===== src/hdl/counter_regs.svh =====
// Register offsets, field positions, reset values and timing counts.
`ifndef COUNTER_REGS_SVH
`define COUNTER_REGS_SVH
`define REG_CTRL 8'h00
`define REG_KEY 8'h04
`define REG_SV1 8'h08
`define REG_SV2 8'h0C
`define REG_BSV 8'h10
`define REG_SCALE 8'h14
`define REG_OSTM 8'h18
`define REG_OST1 8'h1C
`define REG_OST2 8'h20
`define REG_PV 8'h24
`define REG_PVB 8'h28
`define REG_TOTAL 8'h2C
`define REG_BATCH 8'h30
`define REG_DUAL 8'h34
`define REG_STATUS 8'h38
`define REG_LAST_IDX 6'h0E
`define CTRL_CFG 2:0
`define CTRL_IMODE 5:3
`define CTRL_OMODE 9:6
`define CTRL_FAST 10
`define CTRL_RSTSHORT 11
`define CTRL_SUB 12
`define CTRL_COLOUR 14:13
`define CTRL_SWITCH 15
`define CTRL_SWOST 16
`define CTRL_VIEWALT 17
`define CTRL_RESET 32'h0000_0000
`define SCALE_RESET 17'h003E8
`define OST_RESET 14'h0032
`define CNT_MAX 21'sh0F423F
`define CNT_MIN 21'sh1E7961
`define SV_MAX 20'hF423F
`define SCALE_MAX 17'h1869F
`define SCALE_UNIT 24'sh0003E8
`define OST_MAX 14'h270F
`define OST_SW_SLOW 14'h0032
`define OST_SW_FAST 14'h0005
`define CLK_PERIOD_NS 100
`define SLOW_WIDTH_NS 16700000
`define FAST_WIDTH_NS 100000
`define RST_LONG_NS 20000000
`define RST_SHORT_NS 1000000
`define TICK_NS 10000000
`define CYC_UP(ns) (((ns) + `CLK_PERIOD_NS - 1) / `CLK_PERIOD_NS)
`define SLOW_WIDTH_CYC `CYC_UP(`SLOW_WIDTH_NS)
`define FAST_WIDTH_CYC `CYC_UP(`FAST_WIDTH_NS)
`define RST_LONG_CYC `CYC_UP(`RST_LONG_NS)
`define RST_SHORT_CYC `CYC_UP(`RST_SHORT_NS)
`define TICK_CYC (`TICK_NS / `CLK_PERIOD_NS)
`endif


===== src/hdl/counter_pkg.sv =====
// Types shared by the preset counter core.
package counter_pkg;
    typedef enum logic [2:0] {
        CFG_SINGLE = 3'h0, CFG_TWO = 3'h1, CFG_TOTAL = 3'h2,
        CFG_BATCH = 3'h3, CFG_DUAL = 3'h4
    } cfg_t;
    typedef enum logic [2:0] {
        IM_UP = 3'h0, IM_DOWN = 3'h1, IM_UDA = 3'h2, IM_UDB = 3'h3,
        IM_UDC = 3'h4
    } in_mode_t;
    typedef enum logic [3:0] {
        OM_N = 4'h0, OM_F = 4'h1, OM_C = 4'h2, OM_R = 4'h3, OM_K1 = 4'h4,
        OM_P = 4'h5, OM_Q = 4'h6, OM_A = 4'h7, OM_K2 = 4'h8, OM_D = 4'h9,
        OM_L = 4'hA, OM_H = 4'hB
    } out_mode_t;
    typedef enum logic [1:0] {
        COL_RED = 2'h0, COL_GREEN = 2'h1, COL_RED_GREEN = 2'h2,
        COL_GREEN_RED = 2'h3
    } colour_t;
endpackage : counter_pkg


===== src/hdl/preset_total_batch_dual_counter.sv =====
// Preset, total, batch and dual counter core with an AXI4-Lite register file.
`timescale 1ns/1ps
`include "counter_regs.svh"
module preset_total_batch_dual_counter #(
    parameter int SLOW_WIDTH_CYC = `SLOW_WIDTH_CYC,
    parameter int RST_LONG_CYC = `RST_LONG_CYC,
    parameter int RST_SHORT_CYC = `RST_SHORT_CYC,
    parameter int TICK_CYC = `TICK_CYC
) (
    // Clock and reset.
    input wire logic aclk,
    input wire logic aresetn,
    // AXI4-Lite write address and data.
    input wire logic [7:0] s_axi_awaddr,
    input wire logic s_axi_awvalid,
    output logic s_axi_awready,
    input wire logic [31:0] s_axi_wdata,
    input wire logic [3:0] s_axi_wstrb,
    input wire logic s_axi_wvalid,
    output logic s_axi_wready,
    // AXI4-Lite write response.
    output logic [1:0] s_axi_bresp,
    output logic s_axi_bvalid,
    input wire logic s_axi_bready,
    // AXI4-Lite read channels.
    input wire logic [7:0] s_axi_araddr,
    input wire logic s_axi_arvalid,
    output logic s_axi_arready,
    output logic [31:0] s_axi_rdata,
    output logic [1:0] s_axi_rresp,
    output logic s_axi_rvalid,
    input wire logic s_axi_rready,
    // Field inputs and power recovery.
    input wire logic count_input_a,
    input wire logic count_input_b,
    input wire logic reset_first_in,
    input wire logic reset_second_in,
    input wire logic power_restored,
    // Field outputs.
    output logic control_output_first,
    output logic control_output_second,
    output logic display_green
);
    import counter_pkg::*;

    localparam logic [17:0] SLOW_W = 18'(SLOW_WIDTH_CYC);
    localparam logic [17:0] FAST_W = 18'(`FAST_WIDTH_CYC);
    localparam logic [17:0] RLONG_W = 18'(RST_LONG_CYC);
    localparam logic [17:0] RSHORT_W = 18'(RST_SHORT_CYC);
    localparam logic [16:0] TICK_LAST = 17'(TICK_CYC - 1);

    // Wrap a counted value to zero once it leaves -99999..999998.
    function automatic logic signed [20:0] wrap_cnt(
        input logic signed [21:0] x);
        if (x >= 22'(`CNT_MAX) || x < 22'(`CNT_MIN)) begin
            return 21'sh000000;
        end
        return x[20:0];
    endfunction : wrap_cnt

    // Merge write data into an old value under the byte strobes.
    function automatic logic [31:0] merge(input logic [31:0] old,
        input logic [31:0] nw, input logic [3:0] strb);
        logic [31:0] r;
        r = old;
        for (int i = 0; i < 4; i++) begin
            if (strb[i]) begin
                r[i*8 +: 8] = nw[i*8 +: 8];
            end
        end
        return r;
    endfunction : merge

    // Clamp a one-shot time in 10 ms units to 0..99.99 s.
    function automatic logic [13:0] lim_time(input logic [31:0] v);
        return (v > 32'(`OST_MAX)) ? `OST_MAX : v[13:0];
    endfunction : lim_time

    // Register file state.
    logic [31:0] ctrl_q;
    logic [19:0] sv1_q, sv2_q, bsv_q;
    logic [16:0] scale_q;
    logic [13:0] ostm_q, ost1_q, ost2_q;
    logic key_q;
    // Bus state.
    logic aw_have_q, w_have_q, bvalid_q, rvalid_q;
    logic [7:0] awaddr_q;
    logic [31:0] wdata_q, rdata_q;
    logic [3:0] wstrb_q;
    logic [1:0] bresp_q, rresp_q;
    // Counting state.
    logic [3:0] filt_q, prev_q;
    logic [17:0] deb_q [4];
    logic signed [23:0] res_a_q, res_b_q;
    logic signed [20:0] pv_q, pvb_q, total_q, batch_q;
    logic [13:0] tmr1_q, tmr2_q;
    logic [16:0] tick_q;
    logic control_output_first_q, control_output_second_q, bout_q, hit1_q, hit2_q;
    logic pin1_q, pin2_q, green_q;

    // Decoded settings; switch selection narrows the mode choices.
    wire cfg_t cfg = cfg_t'(ctrl_q[`CTRL_CFG]);
    wire sw = ctrl_q[`CTRL_SWITCH];
    wire in_mode_t im = sw ? in_mode_t'({2'h0, ctrl_q[3]})
        : in_mode_t'(ctrl_q[`CTRL_IMODE]);
    wire out_mode_t om = sw ? ((ctrl_q[7:6] == 2'h3) ? OM_K1
        : out_mode_t'({2'h0, ctrl_q[7:6]})) : out_mode_t'(ctrl_q[`CTRL_OMODE]);
    wire dual = (cfg == CFG_DUAL);
    wire two = (cfg == CFG_TWO);
    wire down = (im == IM_DOWN) && !dual;
    wire [13:0] ost_main = sw ? (ctrl_q[`CTRL_SWOST] ? `OST_SW_FAST
        : `OST_SW_SLOW) : ostm_q;
    wire [13:0] time2 = (two || cfg == CFG_BATCH) ? ost2_q : ost_main;
    wire os_mode = (om >= OM_C) && (om <= OM_K2);
    wire dlh_mode = (om >= OM_D);
    wire auto_clr_mode = os_mode && (om != OM_R);

    // Input filters: a change must stand for the minimum width to pass.
    wire [3:0] raw = {reset_second_in, reset_first_in, count_input_b,
        count_input_a};
    wire [17:0] cnt_w = ctrl_q[`CTRL_FAST] ? FAST_W : SLOW_W;
    wire [17:0] rst_w = ctrl_q[`CTRL_RSTSHORT] ? RSHORT_W : RLONG_W;
    genvar gi;
    for (gi = 0; gi < 4; gi++) begin : g_filt
        wire [17:0] width = (gi < 2) ? cnt_w : rst_w;
        always_ff @(posedge aclk) begin
            if (!aresetn || raw[gi] == filt_q[gi]) begin
                deb_q[gi] <= 18'h00000;
            end else begin
                deb_q[gi] <= deb_q[gi] + 18'h00001;
            end
        end
        always_ff @(posedge aclk) begin
            if (!aresetn) begin
                filt_q[gi] <= 1'b0;
            end else if (raw[gi] != filt_q[gi]
                && deb_q[gi] + 18'h00001 >= width) begin
                filt_q[gi] <= raw[gi];
            end
        end
    end

    // Edge and direction decode per input mode.
    wire rise_a = filt_q[0] && !prev_q[0];
    wire rise_b = filt_q[1] && !prev_q[1];
    wire rst1 = filt_q[2];
    wire rst2 = filt_q[3];
    wire key_clr = key_q;
    wire stop = (om == OM_N) && control_output_second_q && !dual;
    wire blk_a = rst1 || key_clr || stop;
    wire inc_a = !blk_a && (dual ? rise_a
        : (im == IM_UP || im == IM_UDB) ? rise_a
        : (im == IM_UDA || im == IM_UDC) ? rise_a && !filt_q[1] : 1'b0);
    wire dec_a = !blk_a && !dual && ((im == IM_DOWN && rise_a)
        || (im == IM_UDB && rise_b)
        || ((im == IM_UDA || im == IM_UDC) && rise_a && filt_q[1]));
    wire inc_b = dual && rise_b && !rst2 && !key_clr;

    // Prescale: each pulse adds the factor in thousandths, whole units
    // then drain one per clock, far faster than the 5 kHz input limit.
    wire signed [23:0] scl = {7'h00, scale_q};
    wire signed [1:0] step_a = (res_a_q >= `SCALE_UNIT) ? 2'sb01
        : (res_a_q <= -`SCALE_UNIT) ? 2'sb11 : 2'sb00;
    wire signed [1:0] step_b = (res_b_q >= `SCALE_UNIT) ? 2'sb01 : 2'sb00;
    wire signed [23:0] res_a_d = (rst1 || key_clr) ? 24'sh000000
        : res_a_q - 24'(step_a) * `SCALE_UNIT
        + (inc_a ? scl : dec_a ? -scl : 24'sh000000);
    wire signed [23:0] res_b_d = (rst2 || key_clr) ? 24'sh000000
        : res_b_q - 24'(step_b) * `SCALE_UNIT + (inc_b ? scl : 24'sh000000);

    // Comparison against the set values.
    wire signed [20:0] sv1 = {1'b0, sv1_q};
    wire signed [20:0] sv2 = {1'b0, sv2_q};
    wire signed [20:0] dual_v = ctrl_q[`CTRL_SUB] ? wrap_cnt(
        22'(pv_q) - 22'(pvb_q)) : wrap_cnt(22'(pv_q) + 22'(pvb_q));
    wire signed [20:0] cmp_v = dual ? dual_v : pv_q;
    wire signed [20:0] tgt2 = down ? 21'sh000000 : sv2;
    wire at2 = (cmp_v == tgt2) && !(rst1 || key_clr);
    wire at1 = (pv_q == sv1) && two && !(rst1 || key_clr);
    wire done2 = at2 && !hit2_q;
    wire done1 = at1 && !hit1_q;
    wire clr_pv = rst1 || key_clr || (done2 && auto_clr_mode && !dual);
    wire signed [20:0] pv_load = down ? sv2 : 21'sh000000;
    wire signed [20:0] pv_d = clr_pv ? pv_load
        : (step_a != 2'sb00) ? wrap_cnt(22'(pv_q) + 22'(step_a)) : pv_q;
    wire signed [20:0] pvb_d = (rst2 || key_clr) ? 21'sh000000
        : (step_b != 2'sb00) ? wrap_cnt(22'(pvb_q) + 22'sh000001) : pvb_q;

    // Total and batch counters.
    wire tot_clr = (cfg == CFG_TOTAL)
        && (rst2 || (key_clr && ctrl_q[`CTRL_VIEWALT]));
    wire signed [20:0] total_d = tot_clr ? 21'sh000000
        : (step_a != 2'sb00 && !dual)
        ? wrap_cnt(22'(total_q) + 22'(step_a)) : total_q;
    wire bat = (cfg == CFG_BATCH);
    wire bat_clr = bat && (rst2 || (key_clr && ctrl_q[`CTRL_VIEWALT]));
    wire signed [20:0] batch_d = bat_clr ? 21'sh000000
        : (bat && done2) ? wrap_cnt(22'(batch_q) + 22'sh000001)
        : batch_q;
    wire bout_d = !bat_clr && (bout_q
        || (bat && bsv_q != 20'h00000 && batch_q >= {1'b0, bsv_q}));

    // One-shot timers count 10 ms ticks down from the programmed time.
    wire tick = (tick_q == TICK_LAST);
    wire kill = rst1 || key_clr;
    wire [13:0] t2_len = (time2 == 14'h0000) ? 14'h0001 : time2;
    wire t1_latch = dlh_mode && ost1_q == 14'h0000;
    wire t1_os = dlh_mode ? !t1_latch : os_mode;
    wire [13:0] t1_len = dlh_mode ? ost1_q
        : ((ost_main == 14'h0000) ? 14'h0001 : ost_main);
    wire [13:0] tmr2_d = kill ? 14'h0000
        : (os_mode && done2) ? t2_len
        : (os_mode && power_restored && control_output_second_q) ? t2_len
        : (tick && tmr2_q != 14'h0000) ? tmr2_q - 14'h0001 : tmr2_q;
    wire [13:0] tmr1_d = kill ? 14'h0000
        : (t1_os && done1) ? t1_len
        : (t1_os && power_restored && control_output_first_q) ? t1_len
        : (tick && tmr1_q != 14'h0000) ? tmr1_q - 14'h0001 : tmr1_q;
    wire control_output_second_d = kill ? 1'b0
        : (om == OM_L) ? (cmp_v <= tgt2)
        : (om == OM_H) ? (cmp_v >= tgt2)
        : os_mode ? (tmr2_d != 14'h0000) : (control_output_second_q || done2);
    wire control_output_first_d = kill ? 1'b0
        : t1_os ? (tmr1_d != 14'h0000) : (control_output_first_q || done1);

    // Pin mapping: only a two-stage or batch setup drives the outputs apart.
    wire pin1_d = two ? control_output_first_q : bat ? bout_q : control_output_second_q;
    wire green_d = (colour_t'(ctrl_q[`CTRL_COLOUR]) == COL_GREEN)
        || (colour_t'(ctrl_q[`CTRL_COLOUR]) == COL_RED_GREEN && control_output_second_q)
        || (colour_t'(ctrl_q[`CTRL_COLOUR]) == COL_GREEN_RED
        && !control_output_second_q);

    // Counting registers.
    always_ff @(posedge aclk) begin
        if (!aresetn) begin
            prev_q <= 4'h0;
            res_a_q <= 24'sh000000;
            res_b_q <= 24'sh000000;
            pv_q <= 21'sh000000;
            pvb_q <= 21'sh000000;
            total_q <= 21'sh000000;
            batch_q <= 21'sh000000;
            bout_q <= 1'b0;
        end else begin
            prev_q <= filt_q;
            res_a_q <= res_a_d;
            res_b_q <= res_b_d;
            pv_q <= pv_d;
            pvb_q <= pvb_d;
            total_q <= total_d;
            batch_q <= batch_d;
            bout_q <= bout_d;
        end
    end

    // Output and timer registers.
    always_ff @(posedge aclk) begin
        if (!aresetn) begin
            tick_q <= 17'h00000;
            tmr1_q <= 14'h0000;
            tmr2_q <= 14'h0000;
            control_output_first_q <= 1'b0;
            control_output_second_q <= 1'b0;
            hit1_q <= 1'b0;
            hit2_q <= 1'b0;
            pin1_q <= 1'b0;
            pin2_q <= 1'b0;
            green_q <= 1'b0;
        end else begin
            tick_q <= tick ? 17'h00000 : tick_q + 17'h00001;
            tmr1_q <= tmr1_d;
            tmr2_q <= tmr2_d;
            control_output_first_q <= control_output_first_d;
            control_output_second_q <= control_output_second_d;
            hit1_q <= at1;
            hit2_q <= at2;
            pin1_q <= pin1_d;
            pin2_q <= control_output_second_q;
            green_q <= green_d;
        end
    end

    assign control_output_first = pin1_q;
    assign control_output_second = pin2_q;
    assign display_green = green_q;

    // Bus decode; a write lands when address and data are both held.
    wire do_wr = aw_have_q && w_have_q && !bvalid_q;
    wire [5:0] widx = awaddr_q[7:2];
    wire [5:0] ridx = s_axi_araddr[7:2];
    wire wr_bad = widx > `REG_LAST_IDX;
    wire rd_bad = ridx > `REG_LAST_IDX;
    wire [31:0] wv = merge(32'h0000_0000, wdata_q, wstrb_q);
    wire wsel_ctrl = do_wr && awaddr_q == `REG_CTRL;
    wire [19:0] wr_sv = (wv[19:0] > `SV_MAX) ? `SV_MAX : wv[19:0];
    wire [16:0] wr_scale = (wv[16:0] > `SCALE_MAX) ? `SCALE_MAX
        : (wv[16:0] == 17'h00000) ? 17'h00001 : wv[16:0];
    wire [31:0] status = {26'h0, filt_q[3:2], green_q, bout_q, pin2_q,
        pin1_q};
    wire [31:0] rd_mux =
        (s_axi_araddr == `REG_CTRL) ? ctrl_q
        : (s_axi_araddr == `REG_SV1) ? {12'h000, sv1_q}
        : (s_axi_araddr == `REG_SV2) ? {12'h000, sv2_q}
        : (s_axi_araddr == `REG_BSV) ? {12'h000, bsv_q}
        : (s_axi_araddr == `REG_SCALE) ? {15'h0000, scale_q}
        : (s_axi_araddr == `REG_OSTM) ? {18'h00000, ostm_q}
        : (s_axi_araddr == `REG_OST1) ? {18'h00000, ost1_q}
        : (s_axi_araddr == `REG_OST2) ? {18'h00000, ost2_q}
        : (s_axi_araddr == `REG_PV) ? 32'(pv_q)
        : (s_axi_araddr == `REG_PVB) ? 32'(pvb_q)
        : (s_axi_araddr == `REG_TOTAL) ? 32'(total_q)
        : (s_axi_araddr == `REG_BATCH) ? 32'(batch_q)
        : (s_axi_araddr == `REG_DUAL) ? 32'(dual_v)
        : (s_axi_araddr == `REG_STATUS) ? status : 32'h0000_0000;

    assign s_axi_awready = !aw_have_q;
    assign s_axi_wready = !w_have_q;
    assign s_axi_arready = !rvalid_q;
    assign s_axi_bvalid = bvalid_q;
    assign s_axi_bresp = bresp_q;
    assign s_axi_rvalid = rvalid_q;
    assign s_axi_rdata = rdata_q;
    assign s_axi_rresp = rresp_q;

    // Bus handshake registers.
    always_ff @(posedge aclk) begin
        if (!aresetn) begin
            aw_have_q <= 1'b0;
            w_have_q <= 1'b0;
            bvalid_q <= 1'b0;
            rvalid_q <= 1'b0;
            awaddr_q <= 8'h00;
            wdata_q <= 32'h0000_0000;
            wstrb_q <= 4'h0;
            bresp_q <= 2'h0;
            rdata_q <= 32'h0000_0000;
            rresp_q <= 2'h0;
        end else begin
            if (s_axi_awvalid && !aw_have_q) begin
                aw_have_q <= 1'b1;
                awaddr_q <= s_axi_awaddr;
            end else if (do_wr) begin
                aw_have_q <= 1'b0;
            end
            if (s_axi_wvalid && !w_have_q) begin
                w_have_q <= 1'b1;
                wdata_q <= s_axi_wdata;
                wstrb_q <= s_axi_wstrb;
            end else if (do_wr) begin
                w_have_q <= 1'b0;
            end
            if (do_wr) begin
                bvalid_q <= 1'b1;
                bresp_q <= wr_bad ? 2'h3 : 2'h0;
            end else if (s_axi_bready) begin
                bvalid_q <= 1'b0;
            end
            if (s_axi_arvalid && !rvalid_q) begin
                rvalid_q <= 1'b1;
                rdata_q <= rd_mux;
                rresp_q <= rd_bad ? 2'h3 : 2'h0;
            end else if (s_axi_rready) begin
                rvalid_q <= 1'b0;
            end
        end
    end

    // Settings registers; the key register only ever yields a pulse.
    always_ff @(posedge aclk) begin
        if (!aresetn) begin
            ctrl_q <= `CTRL_RESET;
            sv1_q <= 20'h00000;
            sv2_q <= 20'h00000;
            bsv_q <= 20'h00000;
            scale_q <= `SCALE_RESET;
            ostm_q <= `OST_RESET;
            ost1_q <= 14'h0000;
            ost2_q <= `OST_RESET;
            key_q <= 1'b0;
        end else begin
            key_q <= do_wr && awaddr_q == `REG_KEY && wstrb_q[0]
                && wdata_q[0];
            if (wsel_ctrl) ctrl_q <= merge(ctrl_q, wdata_q, wstrb_q);
            if (do_wr && awaddr_q == `REG_SV1) sv1_q <= wr_sv;
            if (do_wr && awaddr_q == `REG_SV2) sv2_q <= wr_sv;
            if (do_wr && awaddr_q == `REG_BSV) bsv_q <= wr_sv;
            if (do_wr && awaddr_q == `REG_SCALE) scale_q <= wr_scale;
            if (do_wr && awaddr_q == `REG_OSTM) ostm_q <= lim_time(wv);
            if (do_wr && awaddr_q == `REG_OST1) ost1_q <= lim_time(wv);
            if (do_wr && awaddr_q == `REG_OST2) ost2_q <= lim_time(wv);
        end
    end
endmodule : preset_total_batch_dual_counter


===== config.mk =====
export PLATFORM = sky130hd
export DESIGN_NAME = preset_total_batch_dual_counter
export DESIGN_NICKNAME = d
export VERILOG_FILES = /design/src/hdl/counter_pkg.sv /design/src/hdl/preset_total_batch_dual_counter.sv
export VERILOG_INCLUDE_DIRS = /design/src /design/src/hdl
export SDC_FILE = /design/constraint.sdc
export NUM_CORES = 2
export LEC_CHECK = 0
export ABC_AREA = 1
export BUFFER_PORTS_ARGS = -buffer_cell sky130_fd_sc_hd__buf_2
export CORE_ASPECT_RATIO = 0.8
export CORE_MARGIN = 2
export CORE_UTILIZATION = 35
export DETAILED_ROUTE_END_ITERATION = 16
export GPL_ROUTABILITY_DRIVEN = 0
export PLACE_DENSITY = 0.61
export SYNTH_ARGS = -nofsm -noshare
export SYNTH_HDL_FRONTEND = slang
export SYNTH_SLANG_ARGS = --single-unit

===== constraint.sdc =====
create_clock -name aclk -period 8.9 [get_ports aclk]
set_clock_uncertainty 0.1 [all_clocks]
set_input_delay 1.78 -clock aclk [delete_from_list [all_inputs] [get_ports aclk]]
set_output_delay 1.78 -clock aclk [all_outputs]
set_load 0.005 [all_outputs]

==> metrics.md <==
| Metric | Value |
|---|---|
| Outcome | `complete, no violations` |
| Row cnt | `102` |
| Sink Count | `497` |
| Clock root cell | `clkbuf_16` |
| Starting Density | `35.5%` |
| Setup_tns | `0 ps` |
| Hold_buf cts | `0` |
| Final HPWL from detailed placement | `94,200 um` |
| Fin area | `38,300 sq um` |
| Die Wd | `355 um` |
| Gate count after technology mapping | `5,261` |
| Antenna violations before repair | `4` |
| Final Max Tran Viols | `0` |
| MaxCap Viol Count | `0` |
| Setup bufs post-CTS | `0` |
| Placeable Area | `97,200 sq um` |
| Layout cells sized above 1 | `6.15%` |
| Hold WS | `347 ps` |
| Cell Area, Placed | `36,300 sq um` |
| Worst EP required | `9390 ps` |
| H-Tree Depth | `2` |
| Kind of end point of the critical path | `flop` |
| Total track usage | `23.1%` |
| Routed WL per cell | `18.3 um` |
| Period utilization | `83.6%` |
| Worst-skew pair later-pin latency | `670 ps` |
| CTS Buffer Depth | `3` |
| Fin crit period | `7440 ps` |
| CTS tree | `built` |
| DR iter-0 viols | `4,053` |
| IO Port Bufs | `107` |
| Commonest non-fill, non-tap cell in the layout | `nand2_1` |
| Inserted Clock Buffers | `56` |
| Worst Tran Pin Value | `1140 ps` |
| DR vias | `35,400` |
| Avg Synthesized Cell Area | `6.56 sq um` |
| Critical path startpoint category | `flop` |
| Worst Min Path Start | `ctrl_q[28]` |
| Commonest non-fill, non-tap cells in the layout | `nand2_1, inv_1, nor2_1, dfxtp_1, a21oi_1` |
| Total die area | `101,000 sq um` |
| Fin. Hold Viols | `0` |
| Seq/Total Area, Yosys | `28.8%` |
| Total of warnings raised by yosys | `0` |
| Post-route DRC | `0` |
| Synth Register Bits | `497` |
| Dpl ws | `1780 ps` |
| Worst reg2reg startpoint | `pv_q[1]` |
| Drt first pass iters | `8` |
| Fillers | `10,400` |
| WL final | `121,000 um` |
| Leak | `17.7 nW` |
| First-pass GRT wire length | `185,000 um` |
| Kind of critical path | `reg -> reg` |
| Ports | `108` |
| Grt ovf | `0` |
| Slowest-stage cell, CP | `dfxtp_1` |
| Fmax | `0.134 GHz` |
| Cell mode on critical path | `nand2_1` |
| Number of flops mapped to enable cells by yosys | `0` |
| Ys flop type | `dfxtp_1` |
| Peak supply drop | `175 uV` |
| Die Ht | `285 um` |
| Largest net degree at the start of global routing | `126` |
| Mapped Area | `34,500 sq um` |
| # setup viols final | `0` |
| Final WS setup | `1460 ps` |
| Hold WC Path Type | `reg -> reg` |
| PwrDens | `269 nW/um^2` |
| Reg clk slew, reported paths | `60 ps` |
| Vias in the first global route | `31,700` |
| Post-cts sizing count | `0` |
| Detail Route Antenna Nets | `0` |
| Yosys cell types | `71` |
| Crit path DAT | `7930 ps` |
| Largest stage delay, worst path | `530 ps` |
| Async set-or-reset flop fraction in the synthesized netlist | `0%` |
| Relative slew slack | `24.1%` |
| Synthesized Nets | `5,589` |
| Crit-path max FO | `38` |
| Synthesis-to-finish area growth | `11.0%` |
| Crit path launch | `pv_q[1]` |
| NumNets Final | `5,618` |
| RSZ-0062 raised after global routing | `no` |
| Via density | `5.33` |
-- path summary, 6_finish.rpt --
check / end / slack, ps / depth (start not counted)
worst max-delay path: pv_q[0] / 1460 / 37
worst min-delay path: ctrl_q[28] / 350 / 2
worst max register to register: pv_q[0] / 1460 / 37
worst min register to register: ctrl_q[28] / 350 / 2
-- where the power goes --
part | internal, mW | switching (mW) | leakage (nW)
sequential | 2.43 | 0.259 | 4.04
combinational | 1.72 | 3.36 | 12.7
clock | 1.48 | 1.07 | 0.983
-- cells in the mapped netlist (18+ instances only) --
library cell | instances | share of area, %
nand2_1 | 1045 | 11
inv_1 | 746 | 8.1
nor2_1 | 611 | 6.6
dfxtp_1 | 497 | 29
a21oi_1 | 464 | 6.7
o21ai_0 | 372 | 5.4
nand3_1 | 305 | 4.4
ha_1 | 234 | 8.5
clkbuf_1 | 144 | 1.6
xor2_1 | 123 | 3.1
nor3_1 | 117 | 1.7
nand4_1 | 106 | 1.9
nor4_1 | 42 | 0.76
a31oi_1 | 34 | 0.62
xnor2_1 | 34 | 0.86
fa_1 | 30 | 1.7
o211ai_1 | 30 | 0.65
a211oi_1 | 28 | 0.61
o21a_1 | 21 | 0.46
or2_2 | 21 | 0.38
o21ai_1 | 20 | 0.29
o21bai_1 | 19 | 0.41
buf_2 | 18 | 0.26
-- per-layer routing --
layer  track usage (%)  up-vias  routed length (um)
li1                  -    17400                   -
met1              34.2    16100               55600
met2              31.6     1674               46500
met3              7.72      190               16100
met4              6.00        4                3170
met5                 0        -                  52
-- logic make-up after synthesis --
kind of cell	count (synthesis)	synth area share, %
and+or+nand+nor	2306	28.7
AOI/OAI and AO/OA	1099	17.8
buffers and inverters	937	10.4
DFF	497	28.8
adders and majority gates	264	10.2
xor gates and xnor gates	157	3.99
muxes	1	0.0290
-- critical path, delay by kind of cell (launching register included) --
family,cells,cell delay [ps]
AND/OR/NAND/NOR,24,3620
flip-flops,1,530
AO/OA/AOI/OAI,6,1140
adder cells (fa/ha/maj),2,840
buffers and inverters,5,1100
-- flip-flops by register name (all words and copies together) (netlist names), 24 cells and up --
name / cells
res_a_q: 24
wdata_q: 32
deb_q: 72
s_axi_rdata: 32
ctrl_q: 32
res_b_q: 24
-- layout make-up --
| class | instances | area, sq um | share of cell area, % |
|---|---|---|---|
| multi-input cells | 3827 | 21000 | 54.8 |
| clock inverters | 34 | 475 | 1.24 |
| clock buffers | 71 | 1550 | 4.04 |
| inverters | 758 | 2850 | 7.43 |
| repair buffers | 150 | 865 | 2.26 |
| flip-flops and latches | 497 | 9950 | 26.0 |
| well taps | 1300 | 1630 | 4.25 |
| diodes | 2 | 5.00 | 0.0131 |
-- through the flow --
step / total power [mW] / util (%) / instances
after detailed placement: 7.64 / 37.3 / 6532
after CTS: 10.2 / 39.4 / 6637
after floorplan: 6.42 / - / 5261
after global routing: 11.1 / 39.4 / 6637
final: 10.3 / 39.4 / 6639
after global placement: 7.61 / 37.3 / 6532
Power figures use the tool's default switching activity.
